$ cat src/rtl/adtk_defs.svh
`ifndef ADTK_DEFS_SVH
`define ADTK_DEFS_SVH

// ****************************************
// Register indices and byte addresses
// ****************************************
`define ADTK_IDX_INTE      8'ha9
`define ADTK_IDX_SHARED    8'haa
`define ADTK_IDX_ADC_HIGH  8'hab
`define ADTK_IDX_TK_LOW    8'hac
`define ADTK_IDX_TOUCH_CONTROL     8'had
`define ADTK_IDX_CONVERTER_CHANNEL_SELECT     8'hae
`define ADTK_IDX_P0AD      8'haf
`define ADTK_IDX_STAT      8'hb0
`define ADTK_IDX_CLR       8'hb1
`define ADTK_IDX_EN        8'hb2
`define ADTK_IDX_CMD       8'hb3
`define ADTK_ADDR(idx)     {2'h0, idx, 2'h0}

// ****************************************
// Field positions
// ****************************************
`define ADTK_INTE_CONV     3
`define ADTK_INTE_EXT      2
`define ADTK_INTE_P1       1
`define ADTK_INTE_TM3      0
`define ADTK_TK_PD         7
`define ADTK_TK_EOC        6
`define ADTK_TK_HALVE      5
`define ADTK_TK_VOLT       4:3
`define ADTK_TK_TMR        2:0
`define ADTK_CH_SEL        7:4
`define ADTK_CH_REF        3:2
`define ADTK_CH_BG         1
`define ADTK_P0_EN         7:5
`define ADTK_EV_TOUCH      0
`define ADTK_EV_ADC        1

// ****************************************
// Reset values
// ****************************************
`define ADTK_RST_INTE      4'h0
`define ADTK_RST_PD        1'b1
`define ADTK_RST_EOC       1'b1
`define ADTK_RST_HALVE     1'b0
`define ADTK_RST_VOLT      2'h0
`define ADTK_RST_TMR       3'h4
`define ADTK_RST_CHS       4'hf
`define ADTK_RST_REF       2'h0
`define ADTK_RST_BG        1'b0
`define ADTK_RST_P0        3'h0

`endif

$ cat src/rtl/adtk_pkg.sv
package adtk_pkg;
  typedef logic [7:0]  adtk_byte_t;
  typedef logic [11:0] adtk_result_t;
  typedef logic [1:0]  adtk_event_t;
  // Touch operating voltage, in encoding order
  typedef enum logic [1:0] {
    ADTK_V_SUPPLY,
    ADTK_V_2P8,
    ADTK_V_4P0,
    ADTK_V_3P2
  } adtk_volt_t;
endpackage

$ cat src/rtl/adtk_res_if.sv
`timescale 1ns/1ps
// Result capture path between the control logic and the result store
interface adtk_res_if;
  import adtk_pkg::*;
  logic         adc_done;
  adtk_result_t adc_data;
  logic         touch_done;
  adtk_result_t touch_data;
  adtk_byte_t   shared_byte;
  adtk_byte_t   adc_high;
  adtk_byte_t   touch_low;
  modport store (input adc_done, adc_data, touch_done, touch_data,
                 output shared_byte, adc_high, touch_low);
  modport ctrl  (output adc_done, adc_data, touch_done, touch_data,
                 input shared_byte, adc_high, touch_low);
endinterface

$ cat src/rtl/adtk_ctrl.sv
// Our own choice: register access over APB.
`timescale 1ns/1ps
`include "adtk_defs.svh"
module adtk_ctrl
  import adtk_pkg::*;
(
  input  wire logic         pclk,
  input  wire logic         presetn,
  input  wire logic [11:0]  paddr,
  input  wire logic         psel,
  input  wire logic         penable,
  input  wire logic         pwrite,
  input  wire logic [31:0]  pwdata,
  output logic      [31:0]  prdata,
  output logic              pready,
  output logic              pslverr,
  input  wire logic         adc_done_in,
  input  wire adtk_result_t adc_data_in,
  input  wire logic         touch_done_in,
  input  wire adtk_result_t touch_data_in,
  input  wire logic         stop_halt_mode,
  input  wire logic         bandgap_auto_req,
  input  wire logic [7:0]   ext_pin_req,
  input  wire logic         lvd_req,
  input  wire logic         port1_change_req,
  input  wire logic         timer3_req,
  output logic              irq,
  output logic              conv_touch_irq,
  output logic      [7:0]   ext_pin_irq,
  output logic      [7:0]   ext_pin_wake,
  output logic              lvd_irq,
  output logic              port1_change_irq,
  output logic              timer3_irq,
  output logic              timer3_wake,
  output logic              touch_start,
  output logic              adc_start,
  output logic              touch_power_down,
  output logic              touch_clock_halve,
  output adtk_volt_t        touch_voltage_select,
  output logic      [2:0]   touch_charge_time,
  output logic      [3:0]   conv_channel_select,
  output logic      [1:0]   conv_reference_select,
  output logic              bandgap_on,
  output logic      [2:0]   port0_analog_input_enable
);

  // ****************************************
  // Register state
  // ****************************************
  logic [3:0]  inte_reg;
  logic        touch_done_flag_reg;
  logic [3:0]  chs_reg;
  logic [1:0]  ref_reg;
  logic        bandgap_force_on_reg;
  adtk_event_t stat_reg;
  adtk_event_t stat_en_reg;
  logic        wr_en;
  logic        rd_phase;
  logic        start_ok;
  adtk_byte_t  wbyte;
  adtk_byte_t  rd_next;
  logic        map_next;

  adtk_res_if res ();

  // ****************************************
  // Result store
  // ****************************************
  assign res.adc_done   = adc_done_in;
  assign res.adc_data   = adc_data_in;
  assign res.touch_done = touch_done_in;
  assign res.touch_data = touch_data_in;

  adtk_result_store u_store (
    .pclk    (pclk),
    .presetn (presetn),
    .res     (res.store)
  );

  // ****************************************
  // APB slave
  // ****************************************
  // One wait state so read data come straight from a flop
  assign rd_phase = psel && penable && !pready;
  assign wr_en    = psel && penable && pready && pwrite;
  assign wbyte    = pwdata[7:0];
  // Touch start ignored while powered down or still converting
  assign start_ok = !touch_power_down && touch_done_flag_reg;

  // Read decode; unmapped addresses answer with an error
  always_comb begin
    rd_next  = 8'h00;
    map_next = 1'b1;
    unique case (paddr)
      12'(`ADTK_ADDR(`ADTK_IDX_INTE)):     rd_next = {4'h0, inte_reg};
      12'(`ADTK_ADDR(`ADTK_IDX_SHARED)):   rd_next = res.shared_byte;
      12'(`ADTK_ADDR(`ADTK_IDX_ADC_HIGH)): rd_next = res.adc_high;
      12'(`ADTK_ADDR(`ADTK_IDX_TK_LOW)):   rd_next = res.touch_low;
      12'(`ADTK_ADDR(`ADTK_IDX_TOUCH_CONTROL)):    rd_next = {touch_power_down, touch_done_flag_reg,
                                                      touch_clock_halve, touch_voltage_select,
                                                      touch_charge_time};
      12'(`ADTK_ADDR(`ADTK_IDX_CONVERTER_CHANNEL_SELECT)):    rd_next = {chs_reg, ref_reg, bandgap_force_on_reg,
                                                      1'b0};
      12'(`ADTK_ADDR(`ADTK_IDX_P0AD)):     rd_next = {port0_analog_input_enable, 5'h00};
      12'(`ADTK_ADDR(`ADTK_IDX_STAT)):     rd_next = {6'h00, stat_reg};
      12'(`ADTK_ADDR(`ADTK_IDX_CLR)):      rd_next = 8'h00;
      12'(`ADTK_ADDR(`ADTK_IDX_EN)):       rd_next = {6'h00, stat_en_reg};
      12'(`ADTK_ADDR(`ADTK_IDX_CMD)):      rd_next = 8'h00;
      default:                             map_next = 1'b0;
    endcase
  end

  // Handshake and read data
  always_ff @(posedge pclk or negedge presetn) begin
    if (!presetn) begin
      pready  <= 1'b0;
      pslverr <= 1'b0;
      prdata  <= 32'h0000_0000;
    end else if (rd_phase) begin
      pready  <= 1'b1;
      pslverr <= !map_next;
      prdata  <= {24'h00_0000, rd_next};
    end else begin
      pready  <= 1'b0;
      pslverr <= 1'b0;
      prdata  <= 32'h0000_0000;
    end
  end

  // ****************************************
  // Software registers
  // ****************************************
  // Interrupt enable group
  always_ff @(posedge pclk or negedge presetn) begin
    if (!presetn) begin
      inte_reg <= `ADTK_RST_INTE;
    end else if (wr_en && !pslverr && paddr == 12'(`ADTK_ADDR(`ADTK_IDX_INTE))) begin
      inte_reg <= wbyte[3:0];
    end
  end

  // Touch control fields
  always_ff @(posedge pclk or negedge presetn) begin
    if (!presetn) begin
      touch_power_down     <= `ADTK_RST_PD;
      touch_clock_halve    <= `ADTK_RST_HALVE;
      touch_voltage_select <= adtk_volt_t'(`ADTK_RST_VOLT);
      touch_charge_time    <= `ADTK_RST_TMR;
    end else if (wr_en && !pslverr && paddr == 12'(`ADTK_ADDR(`ADTK_IDX_TOUCH_CONTROL))) begin
      touch_power_down     <= wbyte[`ADTK_TK_PD];
      touch_clock_halve    <= wbyte[`ADTK_TK_HALVE];
      touch_voltage_select <= adtk_volt_t'(wbyte[`ADTK_TK_VOLT]);
      touch_charge_time    <= wbyte[`ADTK_TK_TMR];
    end
  end

  // Converter channel, reference and bandgap force
  always_ff @(posedge pclk or negedge presetn) begin
    if (!presetn) begin
      chs_reg              <= `ADTK_RST_CHS;
      ref_reg              <= `ADTK_RST_REF;
      bandgap_force_on_reg <= `ADTK_RST_BG;
    end else if (wr_en && !pslverr && paddr == 12'(`ADTK_ADDR(`ADTK_IDX_CONVERTER_CHANNEL_SELECT))) begin
      chs_reg              <= wbyte[`ADTK_CH_SEL];
      ref_reg              <= wbyte[`ADTK_CH_REF];
      bandgap_force_on_reg <= wbyte[`ADTK_CH_BG];
    end
  end

  // Port-0 analog input field
  always_ff @(posedge pclk or negedge presetn) begin
    if (!presetn) begin
      port0_analog_input_enable <= `ADTK_RST_P0;
    end else if (wr_en && !pslverr && paddr == 12'(`ADTK_ADDR(`ADTK_IDX_P0AD))) begin
      port0_analog_input_enable <= wbyte[`ADTK_P0_EN];
    end
  end

  // Status enable
  always_ff @(posedge pclk or negedge presetn) begin
    if (!presetn) begin
      stat_en_reg <= 2'h0;
    end else if (wr_en && !pslverr && paddr == 12'(`ADTK_ADDR(`ADTK_IDX_EN))) begin
      stat_en_reg <= wbyte[1:0];
    end
  end

  // ****************************************
  // Conversion control
  // ****************************************
  // Start commands become one-cycle pulses
  always_ff @(posedge pclk or negedge presetn) begin
    if (!presetn) begin
      touch_start <= 1'b0;
      adc_start   <= 1'b0;
    end else begin
      touch_start <= wr_en && !pslverr && paddr == 12'(`ADTK_ADDR(`ADTK_IDX_CMD))
                     && wbyte[`ADTK_EV_TOUCH] && start_ok;
      adc_start   <= wr_en && !pslverr && paddr == 12'(`ADTK_ADDR(`ADTK_IDX_CMD))
                     && wbyte[`ADTK_EV_ADC];
    end
  end

  // Done flag drops at start, rises on finish; finish wins a tie
  always_ff @(posedge pclk or negedge presetn) begin
    if (!presetn) begin
      touch_done_flag_reg <= `ADTK_RST_EOC;
    end else if (touch_done_in) begin
      touch_done_flag_reg <= 1'b1;
    end else if (touch_start) begin
      touch_done_flag_reg <= 1'b0;
    end
  end

  // Channel, reference outputs; software keeps reference legal for bandgap
  always_ff @(posedge pclk or negedge presetn) begin
    if (!presetn) begin
      conv_channel_select   <= `ADTK_RST_CHS;
      conv_reference_select <= `ADTK_RST_REF;
    end else begin
      conv_channel_select   <= chs_reg;
      conv_reference_select <= ref_reg;
    end
  end

  // Bandgap: forced on, but always off in stop or halt
  always_ff @(posedge pclk or negedge presetn) begin
    if (!presetn) begin
      bandgap_on <= 1'b0;
    end else begin
      bandgap_on <= !stop_halt_mode && (bandgap_force_on_reg || bandgap_auto_req);
    end
  end

  // ****************************************
  // Interrupt status and gating
  // ****************************************
  // Sticky status; a new event beats a clear in the same cycle
  always_ff @(posedge pclk or negedge presetn) begin
    if (!presetn) begin
      stat_reg <= 2'h0;
    end else begin
      stat_reg <= (stat_reg & ~((wr_en && !pslverr
                   && paddr == 12'(`ADTK_ADDR(`ADTK_IDX_CLR))) ? wbyte[1:0] : 2'h0))
                  | {adc_done_in, touch_done_in};
    end
  end

  always_ff @(posedge pclk or negedge presetn) begin
    if (!presetn) begin
      irq            <= 1'b0;
      conv_touch_irq <= 1'b0;
    end else begin
      irq            <= |(stat_reg & stat_en_reg);
      conv_touch_irq <= inte_reg[`ADTK_INTE_CONV] && |stat_reg;
    end
  end

  // Pass-through gates, registered so outputs come from flops
  always_ff @(posedge pclk or negedge presetn) begin
    if (!presetn) begin
      ext_pin_irq      <= 8'h00;
      ext_pin_wake     <= 8'h00;
      lvd_irq          <= 1'b0;
      port1_change_irq <= 1'b0;
      timer3_irq       <= 1'b0;
      timer3_wake      <= 1'b0;
    end else begin
      ext_pin_irq      <= ext_pin_req & {8{inte_reg[`ADTK_INTE_EXT]}};
      ext_pin_wake     <= ext_pin_req & {8{inte_reg[`ADTK_INTE_EXT]}};
      lvd_irq          <= lvd_req && inte_reg[`ADTK_INTE_EXT];
      port1_change_irq <= port1_change_req && inte_reg[`ADTK_INTE_P1];
      timer3_irq       <= timer3_req && inte_reg[`ADTK_INTE_TM3];
      timer3_wake      <= timer3_req && inte_reg[`ADTK_INTE_TM3];
    end
  end
endmodule

$ cat src/rtl/adtk_result_store.sv
`timescale 1ns/1ps
`include "adtk_defs.svh"
module adtk_result_store
  import adtk_pkg::*;
(
  input  wire logic pclk,
  input  wire logic presetn,
  adtk_res_if.store res
);

  // ****************************************
  // Result capture
  // ****************************************
  // Results are held until the next conversion, so reads never tear
  always_ff @(posedge pclk or negedge presetn) begin
    if (!presetn) begin
      res.adc_high <= 8'h00;
    end else if (res.adc_done) begin
      res.adc_high <= res.adc_data[11:4];
    end
  end

  always_ff @(posedge pclk or negedge presetn) begin
    if (!presetn) begin
      res.touch_low <= 8'h00;
    end else if (res.touch_done) begin
      res.touch_low <= res.touch_data[7:0];
    end
  end

  // Shared byte: converter low nibble above, touch high nibble below
  always_ff @(posedge pclk or negedge presetn) begin
    if (!presetn) begin
      res.shared_byte <= 8'h00;
    end else begin
      if (res.adc_done) begin
        res.shared_byte[7:4] <= res.adc_data[3:0];
      end
      if (res.touch_done) begin
        res.shared_byte[3:0] <= res.touch_data[11:8];
      end
    end
  end
endmodule

$ cat config.mk
export PLATFORM = sky130hd
export DESIGN_NAME = adtk_ctrl
export DESIGN_NICKNAME = d
export VERILOG_FILES = /design/src/rtl/adtk_pkg.sv /design/src/rtl/adtk_res_if.sv /design/src/rtl/adtk_ctrl.sv /design/src/rtl/adtk_result_store.sv
export VERILOG_INCLUDE_DIRS = /design/src /design/src/rtl
export SDC_FILE = /design/constraint.sdc
export NUM_CORES = 1
export LEC_CHECK = 0
export ABC_CLOCK_PERIOD_IN_PS = 2700
export BUFFER_PORTS_ARGS = -buffer_cell sky130_fd_sc_hd__clkbuf_2
export CORE_ASPECT_RATIO = 0.6
export CORE_MARGIN = 4
export CORE_UTILIZATION = 45
export CTS_CLUSTER_DIAMETER = 100
export DETAILED_ROUTE_END_ITERATION = 8
export PLACE_DENSITY = 0.76
export SLEW_MARGIN = 20
export SYNTH_ARGS = -nofsm -noshare
export SYNTH_HDL_FRONTEND = slang
export SYNTH_HIERARCHICAL = 1
export SYNTH_SLANG_ARGS = --single-unit
$ cat constraint.sdc
create_clock -name pclk -period 2.7 [get_ports pclk]
set_input_delay 0.27 -clock pclk [delete_from_list [all_inputs] [get_ports pclk]]
set_output_delay 0.27 -clock pclk [all_outputs]
set_load 0.05 [all_outputs]
==> run_results.csv <==
group,metric,value,unit
status,run_status,"finished with violations",
status,violations,"negative hold slack",
grt,grt_pass1_wl,14.9,mm
worst_setup_path,critPathCaptureType,"flop",
grt,grt-ovfl-total,0,
grt,track_usage,19.1,%
timing,fmax,528,MHz
cts,cts_tree,"done",
route,wire_per_inst,18.2,µm
timing,worst_slew_pin_slew,761,ps
yosys,synthAdderAreaFrac,0,%
yosys,ys.flop_type,"dfrtp_1",
yosys,synth_top_family_by_area,"multiplexers",
grt,antenna_found_initial,0,
die,dieArea,0.0103,mm²
yosys,ys_warn_count,6,
worst_setup_path,r2r_slack,880,ps
cts,htreeDepth,3,
timing,hold_viol_final,19,
route,via_count,2693,
yosys,synth_top_area_share,45.3,%
route,wl,9.48,mm
timing,setup_ws,805,ps
worst_setup_path,startpoint,"paddr[4]",
yosys,synthCells,297,
yosys,synthMuxAreaShare,19.3,%
job,drv_cap,0,
cts,cts_setup_buffers,0,
worst_setup_path,reg2reg_depth,4,
power,irDropWorstVdd,0.000416,V
yosys,synth.largest_area_cell,"dfrtp_1",
placed_design,hpwl,7.05,mm
yosys,ys_seq_elements,82,
yosys,yosysUniqueCellTypes,51,
grt,grt_start_max_net_pins,83,
timing,fin_skew,6.38,ps
yosys,syn_area_per_cell,13.2,µm²
placed_design,port_buffers,114,
worst_setup_path,cp_data_arrival_time,2120,ps
placed_design,place_ws,450,ps
worst_hold_path,hp-class,"input pin to asynchronous set/reset pin",
yosys,synth_common_cells,"dfrtp_1, buf_4, mux2_2",
yosys,ys_seq_area_share,52.6,%
layout,antenna-diode-count,0,
cts,cts_sinks,82,
power,power.leakage,2.37,nW
yosys,post-synth-top-count-cell,"dfrtp_1",
placed_design,place.gp.congestion,0.918,
worst_setup_path,reg2reg_from,"pready",
timing,finalCritPeriodShare,70.2,%
timing,holdWs,-48.3,ps
timing,min_period,1890,ps
timing,rsz0062_at_grt,"no",
die,initial_core_util,46.2,%
worst_setup_path,rr_endpoint,"ref_reg[1]",
yosys,ys_top_cells_by_area,"dfrtp_1, mux2_2, mux2_4, dfstp_2, buf_4",
layout,fill_cells,732,
yosys,synth_edf_count,0,
die,core-area,0.00849,mm²
route,ant_nets,0,
worst_setup_path,crit_end,"inte_reg[0]",
worst_setup_path,path_max_fanout,17,
cts,clk_latency,340,ps
cts,hold_buffers,0,
die,dieHeight,80.3,µm
worst_setup_path,worstSetupPathType,"input pin to flop",
route,viasPerCell,5.16,
power,p_per_area,578,mW/mm²
timing,slew_violations,0,
cts,ctsResizeCount,0,
yosys,synth-xor-area-share,0,%
worst_setup_path,worstPathRequired,2920,ps
route,remaining_drc_errors,0,
cts,clockRootBuffer,"clkbuf_16",
die,row_count,26,
die,io_pins,163,
yosys,synthSimpleGateAreaFrac,14.0,%
timing,fin_setup_tns,0,ps
cts,path_clk_slew,60,ps
cts,clk_path_buf_depth,2,
route,firstDrtPassIters,4,
layout,drive_gt1_share,49.5,%
yosys,syn_area,0.00392,mm²
yosys,ys_async_sr_fraction,100,%
grt,grt_pass1_vias,2826,
timing,setup_violations,0,
layout,syn2layout_area_growth,20.0,%
yosys,synth_compound_area_share,5.68,%
timing,relSlewSlack,49.2,%
worst_setup_path,start_kind,"input pin",
die,die_x,129,µm
route,drtIter0Drc,162,
layout,layout.nets,493,
cts,cts_buffers,9,
## cell type report
cell class	instances	area (µm²)	area share, %
flip-flops and latches	82	2070	43.9
clock buffers	12	246	5.24
inverters	3	11.3	0.239
multi-input cells	192	1620	34.3
clock inverters	4	28.8	0.611
well taps	112	140	2.98
repair buffers	117	599	12.7
## worst max-delay path, cell delays in order
cell and delay, ps:
clkbuf_2 260, nor4b_1 640, and2_1 450, nand3_4 180
mux2_2 310
## cells by family (layout without fill, tap and decap cells)
logic type / Yosys count / in the layout
flip-flops: 82 / 82
AND/OR/NAND/NOR: 78 / 78
multiplexers: 59 / 59
buffers and inverters: 46 / 136
AO/OA/AOI/OAI: 31 / 31
other: 1 / 24
## how the worst min path moves through the flow
stage | from | endpoint | slack [ps] | depth (start not counted)
finish | presetn | port1_change_irq | -50 | 1
global route | presetn | port1_change_irq | 30 | 1
CTS | stop_halt_mode | bandgap_on | 70 | 2
detailed placement | chs_reg[1] | conv_channel_select[1] | 360 | 0
global placement | chs_reg[0] | conv_channel_select[0] | 360 | 0
floorplan | presetn | adc_start | -30 | 0
## per-layer routing
layer	vias up	share of wire, %	GRT usage (%)	routed length, µm
li1	1225	-	-	-
met1	1352	46	26.8	4320
met2	110	45	28.5	4240
met3	6	9.1	6.11	862
met4	0	0.54	5.66	51
met5	-	0	0	0
## through the flow
| step | instances | utilization [%] | hold slack, ps | cell area, µm² | total power, mW |
|---|---|---|---|---|---|
| floorplan | 320 | - | -25.6 | 4010 | 1.53 |
| global placement | 506 | 52.2 | 362 | 4430 | 1.61 |
| detailed placement | 506 | 52.2 | 363 | 4430 | 1.61 |
| CTS | 522 | 55.4 | 73.3 | 4700 | 2.74 |
| global route | 522 | 55.5 | 33.2 | 4710 | 2.83 |
| finish | 522 | 55.5 | -48.3 | 4710 | 2.72 |
## cell usage in the layout, fill, tap and decap left out, types with 5 or more instances in the layout
cell type / Yosys / routed
o21ai_0: 6 / 6
and2_1: 14 / 14
dfstp_2: 11 / 11
nand4_1: 6 / 6
dfrtp_1: 71 / 71
nand2_1: 9 / 9
mux2_2: 32 / 32
clkbuf_16: 0 / 9
conb_1: 1 / 24
nand3_1: 8 / 8
nor2_1: 11 / 11
mux2_4: 20 / 20
clkbuf_2: 0 / 113
mux2i_1: 5 / 5
## where the power goes
group | internal, mW | total (mW) | switching [mW]
sequential | 1.27 | 1.29 | 0.0249
combinational | 0.112 | 0.301 | 0.189
clock | 0.648 | 1.13 | 0.477
Power figures use the tool's default switching activity.
